File: src/dio_map_consts.svh
// Register map, field layout and reset values of the digital input event mapper.
// Included by the mapper package and the mapper module.
`ifndef DIO_MAP_CONSTS_SVH
`define DIO_MAP_CONSTS_SVH

`define NUM_INPUTS        8
`define FUNC_W            5
`define PARAM_W           4
// Register byte offsets
`define OFS_POLARITY      8'h00
`define OFS_STATUS        8'h04
`define OFS_MASK          8'h08
`define OFS_PIN_STATE     8'h0c
`define OFS_PROC_SEL      8'h10
`define OFS_CTRL_STATE    8'h14
`define OFS_FUNC_BASE     8'h20
`define OFS_FUNC_LAST     8'h3c
// Function word fields
`define FUNC_CODE_LSB     0
`define FUNC_PARAM_LSB    8
// Reset values and soak parameter limits
`define POLARITY_RESET    8'h00
`define MASK_RESET        9'h000
`define SOAK_MIN          4'h1
`define SOAK_MAX          4'ha
// Function codes
`define FC_NONE           5'h00
`define FC_START          5'h01
`define FC_STOP           5'h02
`define FC_END_DEP        5'h03
`define FC_RATE_SAMPLE    5'h04
`define FC_RATE_HOLD      5'h05
`define FC_XTAL_INHIBIT   5'h06
`define FC_ZERO_THICK     5'h07
`define FC_SOAK_HOLD      5'h08
`define FC_RESET          5'h09
`define FC_SEL_FIRST      5'h0a
`define FC_SEL_LAST       5'h11
`define FC_XTAL_SWITCH    5'h12
`define FC_NONDEP_HOLD    5'h13
`define FC_START_INHIBIT  5'h14
// Status bit positions
`define ST_START          0
`define ST_STOP           1
`define ST_END_DEP        2
`define ST_RATE_SAMPLE    3
`define ST_ZERO           4
`define ST_RESET          5
`define ST_XTAL_SWITCH    6
`define ST_START_REFUSED  7
`define ST_SEL_CHANGE     8
`define ST_W              9
// AXI responses
`define RESP_OKAY         2'b00
`define RESP_SLVERR       2'b10

`endif

File: src/dio_map_pkg.sv
// Types shared by the digital input event mapper.
// Assumes dio_map_consts.svh is on the include path.
`include "dio_map_consts.svh"

package dio_map_pkg;
    typedef logic [`FUNC_W-1:0]  func_code_type;
    typedef logic [`PARAM_W-1:0] func_param_type;
    typedef enum logic [1:0] {AXI_IDLE, AXI_RESP} wr_state_type;
endpackage

File: src/digital_input_event_mapper.sv
// Digital input event mapper: eight pins, polarity and function per pin, AXI4-Lite registers.
// Pins may be asynchronous to clock; process state inputs come from the sequencer.
// Operation
// RULE1: Per-input polarity selects active pin level
// RULE2: Polarity resets to active-low
// RULE3: Code 1 starts only when no layer runs
// RULE4: Code 3 ends deposit like final thickness
// RULE5: Code 4 samples rate monitor if enabled
// RULE6: Code 5 holds rate monitor while active
// RULE7: Code 6 suppresses crystal fail and stop
// RULE8: Code 8 holds soak phase while active
// RULE9: Soak hold parameter valid 1 to 10
// RULE10: Code 9 resets in ready or last idle
// RULE11: Codes 10-17 form eight-bit process ID
// RULE12: Code 18 switches crystal on named sensor
// RULE13: Code 19 holds power in non-deposit states
// RULE14: Code 20 refuses every layer start
// RULE15: Code 0 ignored, 2 stops, 7 zeroes
// RULE16: Sync, polarity, then edge or level decode
//
// Decided for this implementation: the AXI4-Lite slave port and the register addresses.
`timescale 1ns/1ps
`include "dio_map_consts.svh"

module digital_input_event_mapper
(
    input  wire logic                        clock,
    input  wire logic                        rst,
    input  wire logic [`NUM_INPUTS-1:0]      pins,
    input  wire logic                        layer_running,
    input  wire logic                        in_ready_state,
    input  wire logic                        in_last_idle,
    input  wire logic                        rate_monitor_enabled,
    input  wire logic                        in_soak,
    input  wire logic [3:0]                  soak_phase,
    input  wire logic                        crystal_fail_raw,
    input  wire logic [11:0]                 s_axi_awaddr,
    input  wire logic                        s_axi_awvalid,
    output logic                             s_axi_awready,
    input  wire logic [31:0]                 s_axi_wdata,
    input  wire logic [3:0]                  s_axi_wstrb,
    input  wire logic                        s_axi_wvalid,
    output logic                             s_axi_wready,
    output logic [1:0]                       s_axi_bresp,
    output logic                             s_axi_bvalid,
    input  wire logic                        s_axi_bready,
    input  wire logic [11:0]                 s_axi_araddr,
    input  wire logic                        s_axi_arvalid,
    output logic                             s_axi_arready,
    output logic [31:0]                      s_axi_rdata,
    output logic [1:0]                       s_axi_rresp,
    output logic                             s_axi_rvalid,
    input  wire logic                        s_axi_rready,
    output logic                             start_pulse,
    output logic                             stop_pulse,
    output logic                             end_deposit_pulse,
    output logic                             rate_sample_pulse,
    output logic                             zero_thickness_pulse,
    output logic                             process_reset_pulse,
    output logic                             crystal_switch_pulse,
    output logic [3:0]                       crystal_switch_sensor,
    output logic                             rate_hold,
    output logic                             soak_hold,
    output logic                             nondeposit_hold,
    output logic                             start_inhibit,
    output logic                             crystal_fail_out,
    output logic                             crystal_fail_stop,
    output logic [7:0]                       process_id,
    output logic                             irq
);
    import dio_map_pkg::*;

    ////////////////////////////////////////////////////////////////////////////
    // Configuration and synchronisers

    logic [`NUM_INPUTS-1:0]   polarity_ff;
    func_code_type            func_ff  [`NUM_INPUTS];
    func_param_type           param_ff [`NUM_INPUTS];
    logic [`NUM_INPUTS-1:0]   sync1_ff;
    logic [`NUM_INPUTS-1:0]   sync2_ff;
    logic [`NUM_INPUTS-1:0]   act_ff;
    logic [`NUM_INPUTS-1:0]   act_prev_ff;
    logic [`ST_W-1:0]         status_ff;
    logic [`ST_W-1:0]         mask_ff;
    logic [`ST_W-1:0]         event_set;
    logic [`NUM_INPUTS-1:0]   rise;
    logic [7:0]               nxt_process_id;

    // Two stages keep metastability away from decoding
    always_ff @(posedge clock)
    begin
        if (rst)
        begin
            sync1_ff    <= '0;
            sync2_ff    <= '0;
            act_ff      <= '0;
            act_prev_ff <= '0;
        end
        else
        begin
            sync1_ff    <= pins;                       // RULE16
            sync2_ff    <= sync1_ff;
            act_ff      <= sync2_ff ^ ~polarity_ff;    // RULE1
            act_prev_ff <= act_ff;
        end
    end

    assign rise = act_ff & ~act_prev_ff;               // RULE16

    function automatic logic any_level(input func_code_type code);
        logic hit;
        hit = 1'b0;
        for (int i = 0; i < `NUM_INPUTS; i++)
            if (act_ff[i] && func_ff[i] == code)
                hit = 1'b1;
        return hit;
    endfunction

    function automatic logic any_edge(input func_code_type code);
        logic hit;
        hit = 1'b0;
        for (int i = 0; i < `NUM_INPUTS; i++)
            if (rise[i] && func_ff[i] == code)
                hit = 1'b1;
        return hit;
    endfunction

    ////////////////////////////////////////////////////////////////////////////
    // Function decode

    logic soak_match;
    logic switch_hit;
    logic [3:0] switch_sensor;

    always_comb
    begin
        soak_match    = 1'b0;
        switch_hit    = 1'b0;
        switch_sensor = 4'h0;
        nxt_process_id = process_id;
        for (int i = 0; i < `NUM_INPUTS; i++)
        begin
            if (act_ff[i] && func_ff[i] == `FC_SOAK_HOLD && in_soak
                && param_ff[i] >= `SOAK_MIN && param_ff[i] <= `SOAK_MAX
                && param_ff[i] == soak_phase)                            // RULE8 RULE9
                soak_match = 1'b1;
            if (rise[i] && func_ff[i] == `FC_XTAL_SWITCH && !switch_hit) // RULE12
            begin
                switch_hit    = 1'b1;
                switch_sensor = param_ff[i];
            end
            if (func_ff[i] >= `FC_SEL_FIRST && func_ff[i] <= `FC_SEL_LAST)  // RULE11
                nxt_process_id[3'(func_ff[i] - `FC_SEL_FIRST)] = act_ff[i];
        end
    end

    always_comb
    begin
        event_set = '0;
        event_set[`ST_START] = any_edge(`FC_START) && !layer_running
                               && !any_level(`FC_START_INHIBIT);            // RULE3 RULE14
        event_set[`ST_START_REFUSED] = any_edge(`FC_START) && !event_set[`ST_START];
        event_set[`ST_STOP]        = any_edge(`FC_STOP);                    // RULE15
        event_set[`ST_END_DEP]     = any_edge(`FC_END_DEP);                 // RULE4
        event_set[`ST_RATE_SAMPLE] = any_edge(`FC_RATE_SAMPLE)
                                     && rate_monitor_enabled;               // RULE5
        event_set[`ST_ZERO]        = any_edge(`FC_ZERO_THICK);              // RULE15
        event_set[`ST_RESET]       = any_edge(`FC_RESET)
                                     && (in_ready_state || in_last_idle);   // RULE10
        event_set[`ST_XTAL_SWITCH] = switch_hit;
        event_set[`ST_SEL_CHANGE]  = nxt_process_id != process_id;
    end

    // Outputs registered so the sequencer sees clean one-cycle events
    always_ff @(posedge clock)
    begin
        if (rst)
        begin
            start_pulse           <= 1'b0;
            stop_pulse            <= 1'b0;
            end_deposit_pulse     <= 1'b0;
            rate_sample_pulse     <= 1'b0;
            zero_thickness_pulse  <= 1'b0;
            process_reset_pulse   <= 1'b0;
            crystal_switch_pulse  <= 1'b0;
            crystal_switch_sensor <= 4'h0;
            rate_hold             <= 1'b0;
            soak_hold             <= 1'b0;
            nondeposit_hold       <= 1'b0;
            start_inhibit         <= 1'b0;
            crystal_fail_out      <= 1'b0;
            crystal_fail_stop     <= 1'b0;
            process_id            <= 8'h00;
        end
        else
        begin
            start_pulse          <= event_set[`ST_START];
            stop_pulse           <= event_set[`ST_STOP];
            end_deposit_pulse    <= event_set[`ST_END_DEP];
            rate_sample_pulse    <= event_set[`ST_RATE_SAMPLE];
            zero_thickness_pulse <= event_set[`ST_ZERO];
            process_reset_pulse  <= event_set[`ST_RESET];
            crystal_switch_pulse <= switch_hit;                          // RULE12
            if (switch_hit)
                crystal_switch_sensor <= switch_sensor;
            rate_hold        <= any_level(`FC_RATE_HOLD);                // RULE6
            soak_hold        <= soak_match;                              // RULE8
            nondeposit_hold  <= any_level(`FC_NONDEP_HOLD);              // RULE13
            start_inhibit    <= any_level(`FC_START_INHIBIT);            // RULE14
            crystal_fail_out <= crystal_fail_raw && !any_level(`FC_XTAL_INHIBIT);  // RULE7
            crystal_fail_stop <= crystal_fail_raw && !any_level(`FC_XTAL_INHIBIT); // RULE7
            process_id       <= nxt_process_id;                          // RULE11
        end
    end

    ////////////////////////////////////////////////////////////////////////////
    // AXI4-Lite slave

    wr_state_type   wr_state_ff;
    logic [11:0]    awaddr_ff;
    logic [31:0]    wdata_ff;
    logic           aw_have_ff;
    logic           w_have_ff;
    logic           wr_go;
    logic           wr_hit;
    logic [`ST_W-1:0] w1c;

    assign wr_go  = aw_have_ff && w_have_ff && wr_state_ff == AXI_IDLE;
    assign wr_hit = awaddr_ff[7:0] == `OFS_POLARITY || awaddr_ff[7:0] == `OFS_STATUS
                    || awaddr_ff[7:0] == `OFS_MASK
                    || (awaddr_ff[7:0] >= `OFS_FUNC_BASE && awaddr_ff[7:0] <= `OFS_FUNC_LAST
                        && awaddr_ff[1:0] == 2'b00);
    assign w1c = (wr_go && awaddr_ff[7:0] == `OFS_STATUS) ? wdata_ff[`ST_W-1:0] : '0;

    always_ff @(posedge clock)
    begin
        if (rst)
        begin
            wr_state_ff   <= AXI_IDLE;
            aw_have_ff    <= 1'b0;
            w_have_ff     <= 1'b0;
            awaddr_ff     <= 12'h000;
            wdata_ff      <= 32'h0000_0000;
            s_axi_awready <= 1'b0;
            s_axi_wready  <= 1'b0;
            s_axi_bvalid  <= 1'b0;
            s_axi_bresp   <= `RESP_OKAY;
        end
        else
        begin
            s_axi_awready <= !aw_have_ff && !s_axi_awready && wr_state_ff == AXI_IDLE;
            s_axi_wready  <= !w_have_ff && !s_axi_wready && wr_state_ff == AXI_IDLE;
            if (s_axi_awvalid && s_axi_awready)
            begin
                aw_have_ff <= 1'b1;
                awaddr_ff  <= s_axi_awaddr;
            end
            if (s_axi_wvalid && s_axi_wready)
            begin
                w_have_ff <= 1'b1;
                wdata_ff  <= s_axi_wdata;
            end
            case (wr_state_ff)
                AXI_IDLE:
                    if (wr_go)
                    begin
                        wr_state_ff  <= AXI_RESP;
                        s_axi_bvalid <= 1'b1;
                        s_axi_bresp  <= wr_hit ? `RESP_OKAY : `RESP_SLVERR;
                    end
                AXI_RESP:
                    if (s_axi_bready)
                    begin
                        s_axi_bvalid <= 1'b0;
                        aw_have_ff   <= 1'b0;
                        w_have_ff    <= 1'b0;
                        wr_state_ff  <= AXI_IDLE;
                    end
                default:
                    wr_state_ff <= AXI_IDLE;
            endcase
        end
    end

    // Register writes; byte strobes are ignored, whole words are written
    always_ff @(posedge clock)
    begin
        if (rst)
        begin
            polarity_ff <= `POLARITY_RESET;                              // RULE2
            mask_ff     <= `MASK_RESET;
            for (int i = 0; i < `NUM_INPUTS; i++)
            begin
                func_ff[i]  <= `FC_NONE;                                 // RULE15
                param_ff[i] <= '0;
            end
        end
        else if (wr_go)
        begin
            if (awaddr_ff[7:0] == `OFS_POLARITY)
                polarity_ff <= wdata_ff[`NUM_INPUTS-1:0];
            if (awaddr_ff[7:0] == `OFS_MASK)
                mask_ff <= wdata_ff[`ST_W-1:0];
            for (int i = 0; i < `NUM_INPUTS; i++)
                if (awaddr_ff[7:0] == 8'(`OFS_FUNC_BASE + 4 * i))
                begin
                    func_ff[i]  <= wdata_ff[`FUNC_CODE_LSB +: `FUNC_W];
                    param_ff[i] <= wdata_ff[`FUNC_PARAM_LSB +: `PARAM_W];
                end
        end
    end

    // Set wins over a same-cycle write-one clear
    always_ff @(posedge clock)
    begin
        if (rst)
        begin
            status_ff <= '0;
            irq       <= 1'b0;
        end
        else
        begin
            status_ff <= (status_ff & ~w1c) | event_set;
            irq       <= |(((status_ff & ~w1c) | event_set) & mask_ff);
        end
    end

    logic [31:0] rd_word;
    always_comb
    begin
        rd_word = 32'h0000_0000;
        case (s_axi_araddr[7:0])
            `OFS_POLARITY:   rd_word[`NUM_INPUTS-1:0] = polarity_ff;
            `OFS_STATUS:     rd_word[`ST_W-1:0] = status_ff;
            `OFS_MASK:       rd_word[`ST_W-1:0] = mask_ff;
            `OFS_PIN_STATE:  rd_word[`NUM_INPUTS-1:0] = act_ff;
            `OFS_PROC_SEL:   rd_word[7:0] = process_id;
            `OFS_CTRL_STATE: rd_word[3:0] = {start_inhibit, nondeposit_hold, soak_hold, rate_hold};
            default:
                for (int i = 0; i < `NUM_INPUTS; i++)
                    if (s_axi_araddr[7:0] == 8'(`OFS_FUNC_BASE + 4 * i))
                    begin
                        rd_word[`FUNC_CODE_LSB +: `FUNC_W]   = func_ff[i];
                        rd_word[`FUNC_PARAM_LSB +: `PARAM_W] = param_ff[i];
                    end
        endcase
    end

    logic rd_hit;
    assign rd_hit = s_axi_araddr[7:0] <= `OFS_CTRL_STATE && s_axi_araddr[1:0] == 2'b00
                    || (s_axi_araddr[7:0] >= `OFS_FUNC_BASE
                        && s_axi_araddr[7:0] <= `OFS_FUNC_LAST && s_axi_araddr[1:0] == 2'b00);

    always_ff @(posedge clock)
    begin
        if (rst)
        begin
            s_axi_arready <= 1'b0;
            s_axi_rvalid  <= 1'b0;
            s_axi_rdata   <= 32'h0000_0000;
            s_axi_rresp   <= `RESP_OKAY;
        end
        else
        begin
            s_axi_arready <= 1'b0;
            if (s_axi_rvalid)
            begin
                if (s_axi_rready)
                    s_axi_rvalid <= 1'b0;
            end
            else if (s_axi_arvalid && !s_axi_arready)
            begin
                s_axi_arready <= 1'b1;
                s_axi_rvalid  <= 1'b1;
                s_axi_rdata   <= rd_word;
                s_axi_rresp   <= rd_hit ? `RESP_OKAY : `RESP_SLVERR;
            end
        end
    end

endmodule

File: config.mk
export PLATFORM = sky130hd
export DESIGN_NAME = digital_input_event_mapper
export DESIGN_NICKNAME = d
export VERILOG_FILES = /design/src/dio_map_pkg.sv /design/src/digital_input_event_mapper.sv
export VERILOG_INCLUDE_DIRS = /design/src
export SDC_FILE = /design/constraint.sdc
export NUM_CORES = 1
export LEC_CHECK = 0
export BUFFER_PORTS_ARGS = -buffer_cell sky130_fd_sc_hd__buf_2
export CAP_MARGIN = 0
export CORE_MARGIN = 10
export CORE_UTILIZATION = 45
export DETAILED_ROUTE_END_ITERATION = 8
export SLEW_MARGIN = 10
export SYNTH_ARGS = -nofsm -noshare
export SYNTH_HDL_FRONTEND = slang
export SYNTH_SLANG_ARGS = --single-unit
File: constraint.sdc
create_clock -name clock -period 3.4 [get_ports clock]
set_input_delay 0.51 -clock clock [delete_from_list [all_inputs] [get_ports clock]]
set_output_delay 0.51 -clock clock [all_outputs]
set_load 0.02 [all_outputs]
==> results by group, run 1 <==
Clock tree
  – TritonCTS Buffers: 17
  – CTS sink count: 196
  – Max clock buf depth: 2
  – Clock Latency Late Sink: between 0.4 and 0.5 ns
  – CTS tree: done
  – CTS Hold Bufs: 0
  – Htree depth: 4
  – Clock Pin Slew Worst Setup and Hold Paths: approximately 0.090 ns
  – Post-CTS Setup Bufs: 0
  – Root Buffer: clkbuf_16
  – # resized after CTS: 0

Global route
  – Gr ovfl total: 0
  – Largest net degree at the start of global routing: 117
  – Antenna violations before repair: 2
  – Global-route wire length before repair: about 75000 um
  – Total GRT Usage: ~30%
  – Vias in the first global route: ~11000

Setup path
  – Startpoint Class: register
  – Worst path cell trace: buf_4 > nor3b_1 > buf_4 > a2111oi_0 > and3_1 > o21ai_0 > a221oi_1 > nand4_1 > a22o_1
  – CP Capture Type: register
  – Critical Path Most Common Cell: buf_4
  – CP peak stage delay: roughly 0.99 ns
  – Crit path DAT: about 3.7 ns
  – CP max FO: 8
  – Worst Path Required: between 3 and 4 ns
  – Slowest-stage cell, CP: a2111oi_0
  – Crit Path Class: reg2reg

Timing
  – Hold_ws: ~0.26 ns
  – Final hold violations: 0
  – F_max: around 300 MHz
  – Final Skew: between 0.015 and 0.02 ns
  – Min Clock Period, post-route: around 3.4 ns
  – Worst-Margin Slew: 1.13 ns
  – Post-route clock period utilization: between 90 and 100%
  – Slew Viols, Final: 0
  – RSZ-0062 raised after global routing: no
  – Slew margin rel.: between 20% and 30%
  – Sum of negative setup slack: 0 ns
  – Setup violators final: 0

Final layout
  – Multi-input gate area: roughly 6300 um^2
  – Register area: around 4600 um^2
  – Layout Nets: between 1500 and 2000
  – P&R area growth vs syn: 16.1%
  – Finished Layout Cells: about 1900
  – Fill cell count: around 2400
  – Ratio of cells with drive above 1 in the final layout: 17.2%

Floorplanning
  – Initial core utilization: 45.6%
  – I/O pins: 152
  – Die width: approximately 180 um
  – Die height: about 180 um
  – Core area: 25200 um^2
  – Core Rows: 58
  – Die area: between 30000 and 40000 um^2

Yosys
  – Synthesized area: 11500 um^2
  – Largest cells by area after synthesis: dfxtp_1, edfxtp_1, nor2_1
  – Seq/Total Area, Yosys: 40.4%
  – Synthesized area per cell: roughly 8.4 um^2
  – Top FF cell, synth: dfxtp_1
  – Async S/R FF share, synth: 0%
  – Post-synth cell types: 88
  – Post-synth top area share: between 20% and 30%
  – #FFs+latches synth: 196
  – YS warnings: 0
  – Synth Instances: ~1400
  – Area leader, netlist: dfxtp_1
  – Post-synth EDFFs: 72

Routing
  – DRC Markers: 0
  – WL per Instance: about 28 um
  – Post-DRT Antenna Nets: 0
  – WL final: ~51000 um
  – DRT iter0 DRCs: 1715
  – Vias: 12190
  – Via density: 6.59
  – Drt pass-1 iters: 9

Power
  – Cell Pwr Density: 413 nW/um^2
  – Int Pwr: ~0.0038 W
  – Clock Power Share: a little under two fifths
  – Seq pwr share: between 40% and 50%
  – Sw Share: approximately 31%
  – LEAKAGE: roughly 5 nW
  – Comb power frac: between 10% and 20%
  – Maximum VDD drop: 370 uV
  – Switching power total: about 0.0017 W

Placed design
  – PortBufs: 97
  – Global placement routability congestion: 1.04
  – Post-Place Cells: roughly 1800
  – Hpwl dp: 40300 um

Min path
  – Type of the most critical hold path: in2reg

Run
  – Max cap viols: 0

Run status
  – Outcome: finished clean
-- stage by stage --
stage                     worst slack (ns)  total power, W  util [%]  area [um^2]
after global routing                0.0647         0.00566      53.0        13300
final                               0.0331         0.00550      53.0        13300
after floorplan                      0.869         0.00314         -        11600
after detailed placement             0.142         0.00348      50.7        12800
after CTS                            0.122         0.00549      53.0        13300
after global placement               0.138         0.00348      50.7        12800
-- cell families (layout without fill, tap and decap cells) --
group	Yosys count	after routing	synth area share, %
compound gates	327	327	20.3
flops	196	196	40.4
simple gates	677	677	31.1
buf+inv	132	263	5.36
other cells	1	23	0.0326
mux	10	10	0.882
xor+xnor	24	24	1.83
-- cell usage after synthesis (24+ instances only) --
master	number
nand2b_1	25
nor2b_1	50
o21ai_0	47
nor2_1	164
edfxtp_1	72
nand2_1	156
buf_4	24
a22oi_1	41
clkbuf_1	56
inv_1	26
dfxtp_1	124
a21oi_1	65
nand3_1	55
nor3_1	53
-- routing by layer --
metal | vias up | routed length, um | track usage (%)
li1 | 5341 | - | -
met1 | 5901 | 20400 | 38.9
met2 | 809 | 22900 | 47.1
met3 | 137 | 5240 | 6.10
met4 | 2 | 2760 | 15.0
met5 | - | 11 | 0
-- registers in the layout (all words and copies together), names as in the netlist, 4 cells and up --
name                   flops
wdata_ff                  12
param_ff                  32
process_id                 8
act_ff                     8
crystal_switch_sensor      4
status_ff                  9
polarity_ff                8
awaddr_ff                  8
sync1_ff                   8
func_ff                   40
mask_ff                    9
sync2_ff                   8
s_axi_rdata               12
act_prev_ff                8
-- power groups by stage --
stage,sequential [W],combinational [W],clock [W]
global placement,0.00273,0.000753,0
finish,0.00269,0.000776,0.00204
CTS,0.00268,0.000758,0.00205
detailed placement,0.00273,0.000754,0
global route,0.00269,0.000826,0.00214
floorplan,0.00268,0.000457,0
-- path summary, 6_finish.rpt --
path	slack, ns	endpoint	from	depth (start not counted)
setup / recovery	0.03	irq	func_ff[6][0]	9
hold / removal	0.26	w_have_ff	s_axi_bready	2
setup reg to reg	0.03	irq	func_ff[6][0]	9
hold reg to reg	0.45	sync2_ff[7]	sync1_ff[7]	1
-- area by class of cell --
type | instances | area share [%]
well taps | 330 | 3.10
flip-flops and latches | 196 | 34.8
diodes | 1 | 0.0188
multi-input cells | 1060 | 47.3
clock buffers | 18 | 3.22
repair buffers | 204 | 9.77
clock inverters | 14 | 1.05
inverters | 27 | 0.760
-- layout by cell type, fill, tap and decap left out, types with 9 or more instances in the layout --
cell type / count
a221oi_1: 12
o21ai_0: 47
nand4_1: 19
nand2b_1: 25
dfxtp_1: 124
and3b_1: 9
nor2_1: 164
inv_1: 26
nor3b_1: 17
a22oi_1: 41
nor4b_1: 10
buf_4: 107
clkbuf_16: 17
a31oi_1: 12
edfxtp_1: 72
nor3_1: 53
and2_1: 12
nand3b_1: 16
conb_1: 22
a21oi_1: 65
nand3_1: 55
a211oi_1: 19
a32oi_1: 10
o211ai_1: 9
buf_2: 96
nand2_1: 156
a311oi_1: 11
xor2_1: 19
o22ai_1: 16
nor2b_1: 50
mux2i_1: 9
nor4_1: 18
or3_1: 9
-- critical path: cells and delay by family, from the launching register on --
kind | cells | cell delay, ns
AOI/OAI and AO/OA | 4 | 1.74
buffers and inverters | 2 | 0.39
DFF | 1 | 0.49
and+or+nand+nor | 3 | 0.64
(Power assumes the default switching activity.)
==> run 2: changes to the inputs <==
- PLACE_DENSITY: not set -> 0.65
==> results by group, run 2 (same netlist as run 1, synthesis figures left out) <==
Run status
  – Outcome: finished clean

Clock tree
  – Clock Pin Slew Worst Setup and Hold Paths: 0.10 ns
  – Max clock buf depth: 2
  – CTS sink count: about 200
  – Root Buffer: clkbuf_16
  – TritonCTS Buffers: 17
  – CTS Hold Bufs: 0
  – CTS tree: done
  – Htree depth: 4
  – # resized after CTS: 0
  – Post-CTS Setup Bufs: 0
  – Clock Latency Late Sink: 0.47 ns

Setup path
  – CP peak stage delay: around 0.60 ns
  – Critical Path Most Common Cell: nand4_1
  – Crit path DAT: 3.60 ns
  – Slowest-stage cell, CP: edfxtp_1
  – Worst path cell trace: and3b_1 > nand3b_1 > nand3_1 > nor3b_2 > nand4_1 > o21ai_0 > nand4_1 > a22o_1
  – Worst Path Required: around 3.8 ns
  – Startpoint Class: register
  – Critical R2R Launch: func_ff[2][4]
  – Crit Path Class: reg2reg
  – CP max FO: 11
  – Top Family by Delay on Critical Path: simple AND/OR/NAND/NOR gates
  – Critical Path Source: func_ff[2][4]
  – CP Buf/Inv Count: 0
  – CP Capture Type: register

Timing
  – Sum of negative setup slack: 0 ns
  – Slew margin rel.: a little under 40%
  – Setup violators final: 0
  – Hold_ws: 0.249 ns
  – Min Clock Period, post-route: approximately 3.2 ns
  – F_max: slightly above 300 MHz
  – Post-route clock period utilization: a little over nine tenths
  – Final hold violations: 0
  – RSZ-0062 raised after global routing: no
  – Worst-Margin Slew: about 0.90 ns
  – Final Skew: roughly 0.024 ns
  – Slew Viols, Final: 0

Routing
  – Vias: between 10000 and 15000
  – DRC Markers: 0
  – WL final: roughly 50000 um
  – Drt pass-1 iters: 6
  – Post-DRT Antenna Nets: 0
  – DRT iter0 DRCs: slightly above 2000
  – WL per Instance: ~28 um
  – Via density: 6.65

Floorplanning
  – I/O pins: around 150
  – Core Rows: 58
  – Initial core utilization: a little under half
  – Die area: 32300 um^2
  – Die height: 180 um
  – Die width: 180 um
  – Core area: roughly 25000 um^2

Run
  – Max cap viols: 0

Power
  – LEAKAGE: between 4 and 5 nW
  – Maximum VDD drop: around 250 uV
  – Cell Pwr Density: 429 nW/um^2

Placed design
  – Hpwl dp: about 40000 um
  – PortBufs: 97
  – Post-Place Cells: 1807
  – Global placement routability congestion: about 1.1

Final layout
  – P&R area growth vs syn: 16.1%
  – Commonest non-fill, non-tap cells in the layout: nor2_1, nand2_1, dfxtp_1
  – Commonest non-fill, non-tap cell in the layout: nor2_1
  – Max FFs per register: 40
  – Finished Layout Cells: ~1800
  – Util after Layout: about 53%
  – Fill cell count: 2388
  – Reg with most FFs: func_ff
  – Ratio of cells with drive above 1 in the final layout: ~17%
  – Largest registers: func_ff x40, param_ff x32
  – Layout Nets: approximately 1600

Global route
  – Largest net degree at the start of global routing: 72
  – Total GRT Usage: 30.1%
  – Antenna violations before repair: 1
  – Vias in the first global route: roughly 11000
  – Global-route wire length before repair: roughly 75000 um
  – Gr ovfl total: 0

Min path
  – Hold Crit Start: pins[7]
  – Type of the most critical hold path: in2reg
==> run 2: metal layers <==
layer,share of wire [%],up-vias,routed length [um],track usage (%)
met5,0,-,0,0
met4,5.9,0,3020,15.9
met3,11,179,5890,6.67
met2,43,939,22100,45.1
met1,39,5780,20200,39.7
li1,-,5340,-,-
==> run 2: area by class of cell <==
cell class                 count  area [um^2]  area share [%]
antenna                        1         2.50          0.0188
clock buffer                  17          425            3.19
clock inverter                15          230            1.73
inverter                      27          101           0.760
multi-input combinational   1060         6300            47.3
sequential                   196         4640            34.8
tap                          330          413            3.10
timing repair buffer         194         1220            9.12
==> run 2: report_power, final <==
| group | internal [W] | leakage [nW] | switching [W] | total, W |
|---|---|---|---|---|
| Sequential | 0.00253 | 1.76 | 0.000149 | 0.00268 |
| Clock | 0.00106 | 0.316 | 0.00122 | 0.00227 |
| Combinational | 0.000267 | 2.91 | 0.000508 | 0.000775 |
| Total | 0.00385 | 4.98 | 0.00187 | 0.00573 |
==> run 2: path summary, 6_finish.rpt <==
path,endpoint,slack [ns],cells past startpoint
max,irq,0.16,8
min,sync1_ff[7],0.25,2
max reg2reg,irq,0.16,8
min reg2reg,sync2_ff[1],0.43,1
==> run 2: worst reg2reg max path, cell delays in order (launching register included) <==
cell and delay [ns]:
edfxtp_1 0.60, and3b_1 0.30, nand3b_1 0.26, nand3_1 0.32, nor3b_2 0.47, nand4_1 0.32
o21ai_0 0.42, nand4_1 0.20, a22o_1 0.27
==> run 2: stage by stage <==
step,setup WS (ns),total power (W),area (um^2)
floorplan,0.869,0.00314,11600
global placement,0.307,0.00347,12700
detailed placement,0.328,0.00347,12700
CTS,0.316,0.00570,13300
global route,0.108,0.00587,13300
finish,0.155,0.00573,13300
==> run 3: changes to the inputs <==
==> constraint.sdc (replaced) <==
create_clock -name clock -period 3.4 [get_ports clock]
set_input_delay 0.34 -clock clock [delete_from_list [all_inputs] [get_ports clock]]
set_output_delay 0.34 -clock clock [all_outputs]
set_load 0.05 [all_outputs]
==> results by group, run 3 (same netlist as run 1, synthesis figures left out) <==
Setup path
  – Worst path cell trace: nor3b_1 > nand2_1 > o21ai_0 > a2111oi_0 > nand2b_1 > o221a_2 > nand4_1 > a22o_1
  – Startpoint Class: register
  – Slowest-stage cell, CP: dfxtp_1
  – Crit Path Class: reg2reg
  – CP Capture Type: register
  – Top Family by Delay on Critical Path: compound AO/OA/AOI/OAI gates
  – Crit path DAT: 3.74 ns
  – Worst Path Required: about 3.8 ns
  – CP peak stage delay: approximately 0.90 ns
  – CP max FO: 13
  – CP Buf/Inv Count: 0

Floorplanning
  – Die area: ~32000 um^2
  – Initial core utilization: about 46%
  – I/O pins: roughly 150
  – Die height: ~180 um
  – Die width: ~180 um
  – Core area: 25200 um^2
  – Core Rows: between 50 and 60

Timing
  – Slew margin rel.: around a quarter
  – Worst-Margin Slew: roughly 1.1 ns
  – Final hold violations: 0
  – Post-route clock period utilization: about 99%
  – Slew Viols, Final: 0
  – Final Skew: 0.0202 ns
  – Setup violators final: 0
  – Sum of negative setup slack: 0 ns
  – F_max: 298 MHz
  – Min Clock Period, post-route: 3.35 ns

Global route
  – Gr ovfl total: 0
  – Total GRT Usage: around 30%
  – Global-route wire length before repair: ~74000 um
  – Antenna violations before repair: 1
  – Vias in the first global route: roughly 11000
  – Largest net degree at the start of global routing: 50

Routing
  – Post-DRT Antenna Nets: 0
  – DRC Markers: 0
  – WL per Instance: approximately 28 um
  – Via density: 6.58
  – Drt pass-1 iters: 8
  – DRT iter0 DRCs: between 1500 and 2000
  – Vias: roughly 12000
  – WL final: roughly 50000 um

Final layout
  – Antenna cells: 0
  – Max FFs per register: 40
  – Layout Nets: roughly 1600
  – Commonest non-fill, non-tap cells in the layout: nor2_1, nand2_1, dfxtp_1
  – Ratio of cells with drive above 1 in the final layout: between 10% and 20%
  – Commonest non-fill, non-tap cell in the layout: nor2_1
  – P&R area growth vs syn: 15.9%
  – Largest registers: func_ff x40, param_ff x32
  – Reg with most FFs: func_ff

Power
  – Comb power frac: between 10% and 20%
  – Clock Power Share: 38.8%
  – Int Pwr: around 0.0039 W
  – Cell Pwr Density: 436 nW/um^2
  – Seq pwr share: a little under half
  – Maximum VDD drop: roughly 360 uV
  – Switching power total: 0.00195 W
  – Total chip power: between 0.005 and 0.006 W
  – Sw Share: between 30% and 40%
  – LEAKAGE: about 5 nW

Clock tree
  – Htree depth: 4
  – CTS sink count: between 150 and 200
  – TritonCTS Buffers: 17
  – CTS Hold Bufs: 0
  – CTS tree: done
  – Max clock buf depth: 2
  – Root Buffer: clkbuf_16
  – Clock Latency Late Sink: 0.46 ns
  – Clock Pin Slew Worst Setup and Hold Paths: around 0.10 ns

Run
  – Max cap viols: 0

Run status
  – Outcome: finished clean

Placed design
  – Hpwl dp: about 40000 um
  – PortBufs: just under 100
  – Global placement routability congestion: 1.04

Min path
  – Type of the most critical hold path: in2reg
-- run 3: routing by layer --
layer	vias to the layer above	GRT usage [%]	part of all wire, %
li1	5314	-	-
met4	2	13.8	5.4
met1	5724	39.9	40
met2	862	45.3	43
met3	180	6.49	11
met5	-	0	0.014
-- run 3: final timing paths --
path / from / to / slack [ns] / depth (start not counted)
setup / recovery: act_ff[7] / irq / 0.05 / 8
hold / removal: pins[7] / sync1_ff[7] / 0.08 / 2
hold reg to reg: sync1_ff[2] / sync2_ff[2] / 0.44 / 1
setup reg to reg: act_ff[7] / irq / 0.05 / 8
-- run 3: metrics by stage --
step                      cells  worst slack, ns  util (%)  hold WS, ns  instance area, um^2
after floorplan            1388            0.869         -        0.414                11600
after global placement     1801            0.265      50.2        0.418                12600
after detailed placement   1801            0.280      50.2        0.425                12600
after CTS                  1833            0.273      52.8       0.0738                13300
after global routing       1835         -0.00179      52.9       0.0850                13300
final                      1835           0.0490      52.9       0.0826                13300
-- run 3: layout make-up --
| cell class | count | area [um^2] |
|---|---|---|
| sequential | 196 | 4640 |
| clock inverter | 15 | 230 |
| clock buffer | 17 | 425 |
| timing repair buffer | 190 | 1190 |
| fill | 2442 | 11900 |
| multi-input combinational | 1060 | 6310 |
| tap | 330 | 413 |
| inverter | 27 | 101 |
-- run 3: power by group through the flow --
stage | Combinational (W) | Clock [W] | Sequential (W)
2_1_floorplan | 0.000491 | 0 | 0.00274
5_1_grt | 0.000898 | 0.00236 | 0.00270
3_3_place_gp | 0.000828 | 0 | 0.00274
4_1_cts | 0.000830 | 0.00227 | 0.00268
6_report | 0.000855 | 0.00225 | 0.00270
3_5_place_dp | 0.000827 | 0 | 0.00274
-- run 3: timing repair --
item / in CTS / in global routing
setup endpoints to repair: 0 / 1
gates resized for setup: 0 / 2
setup buffers: 0 / 2
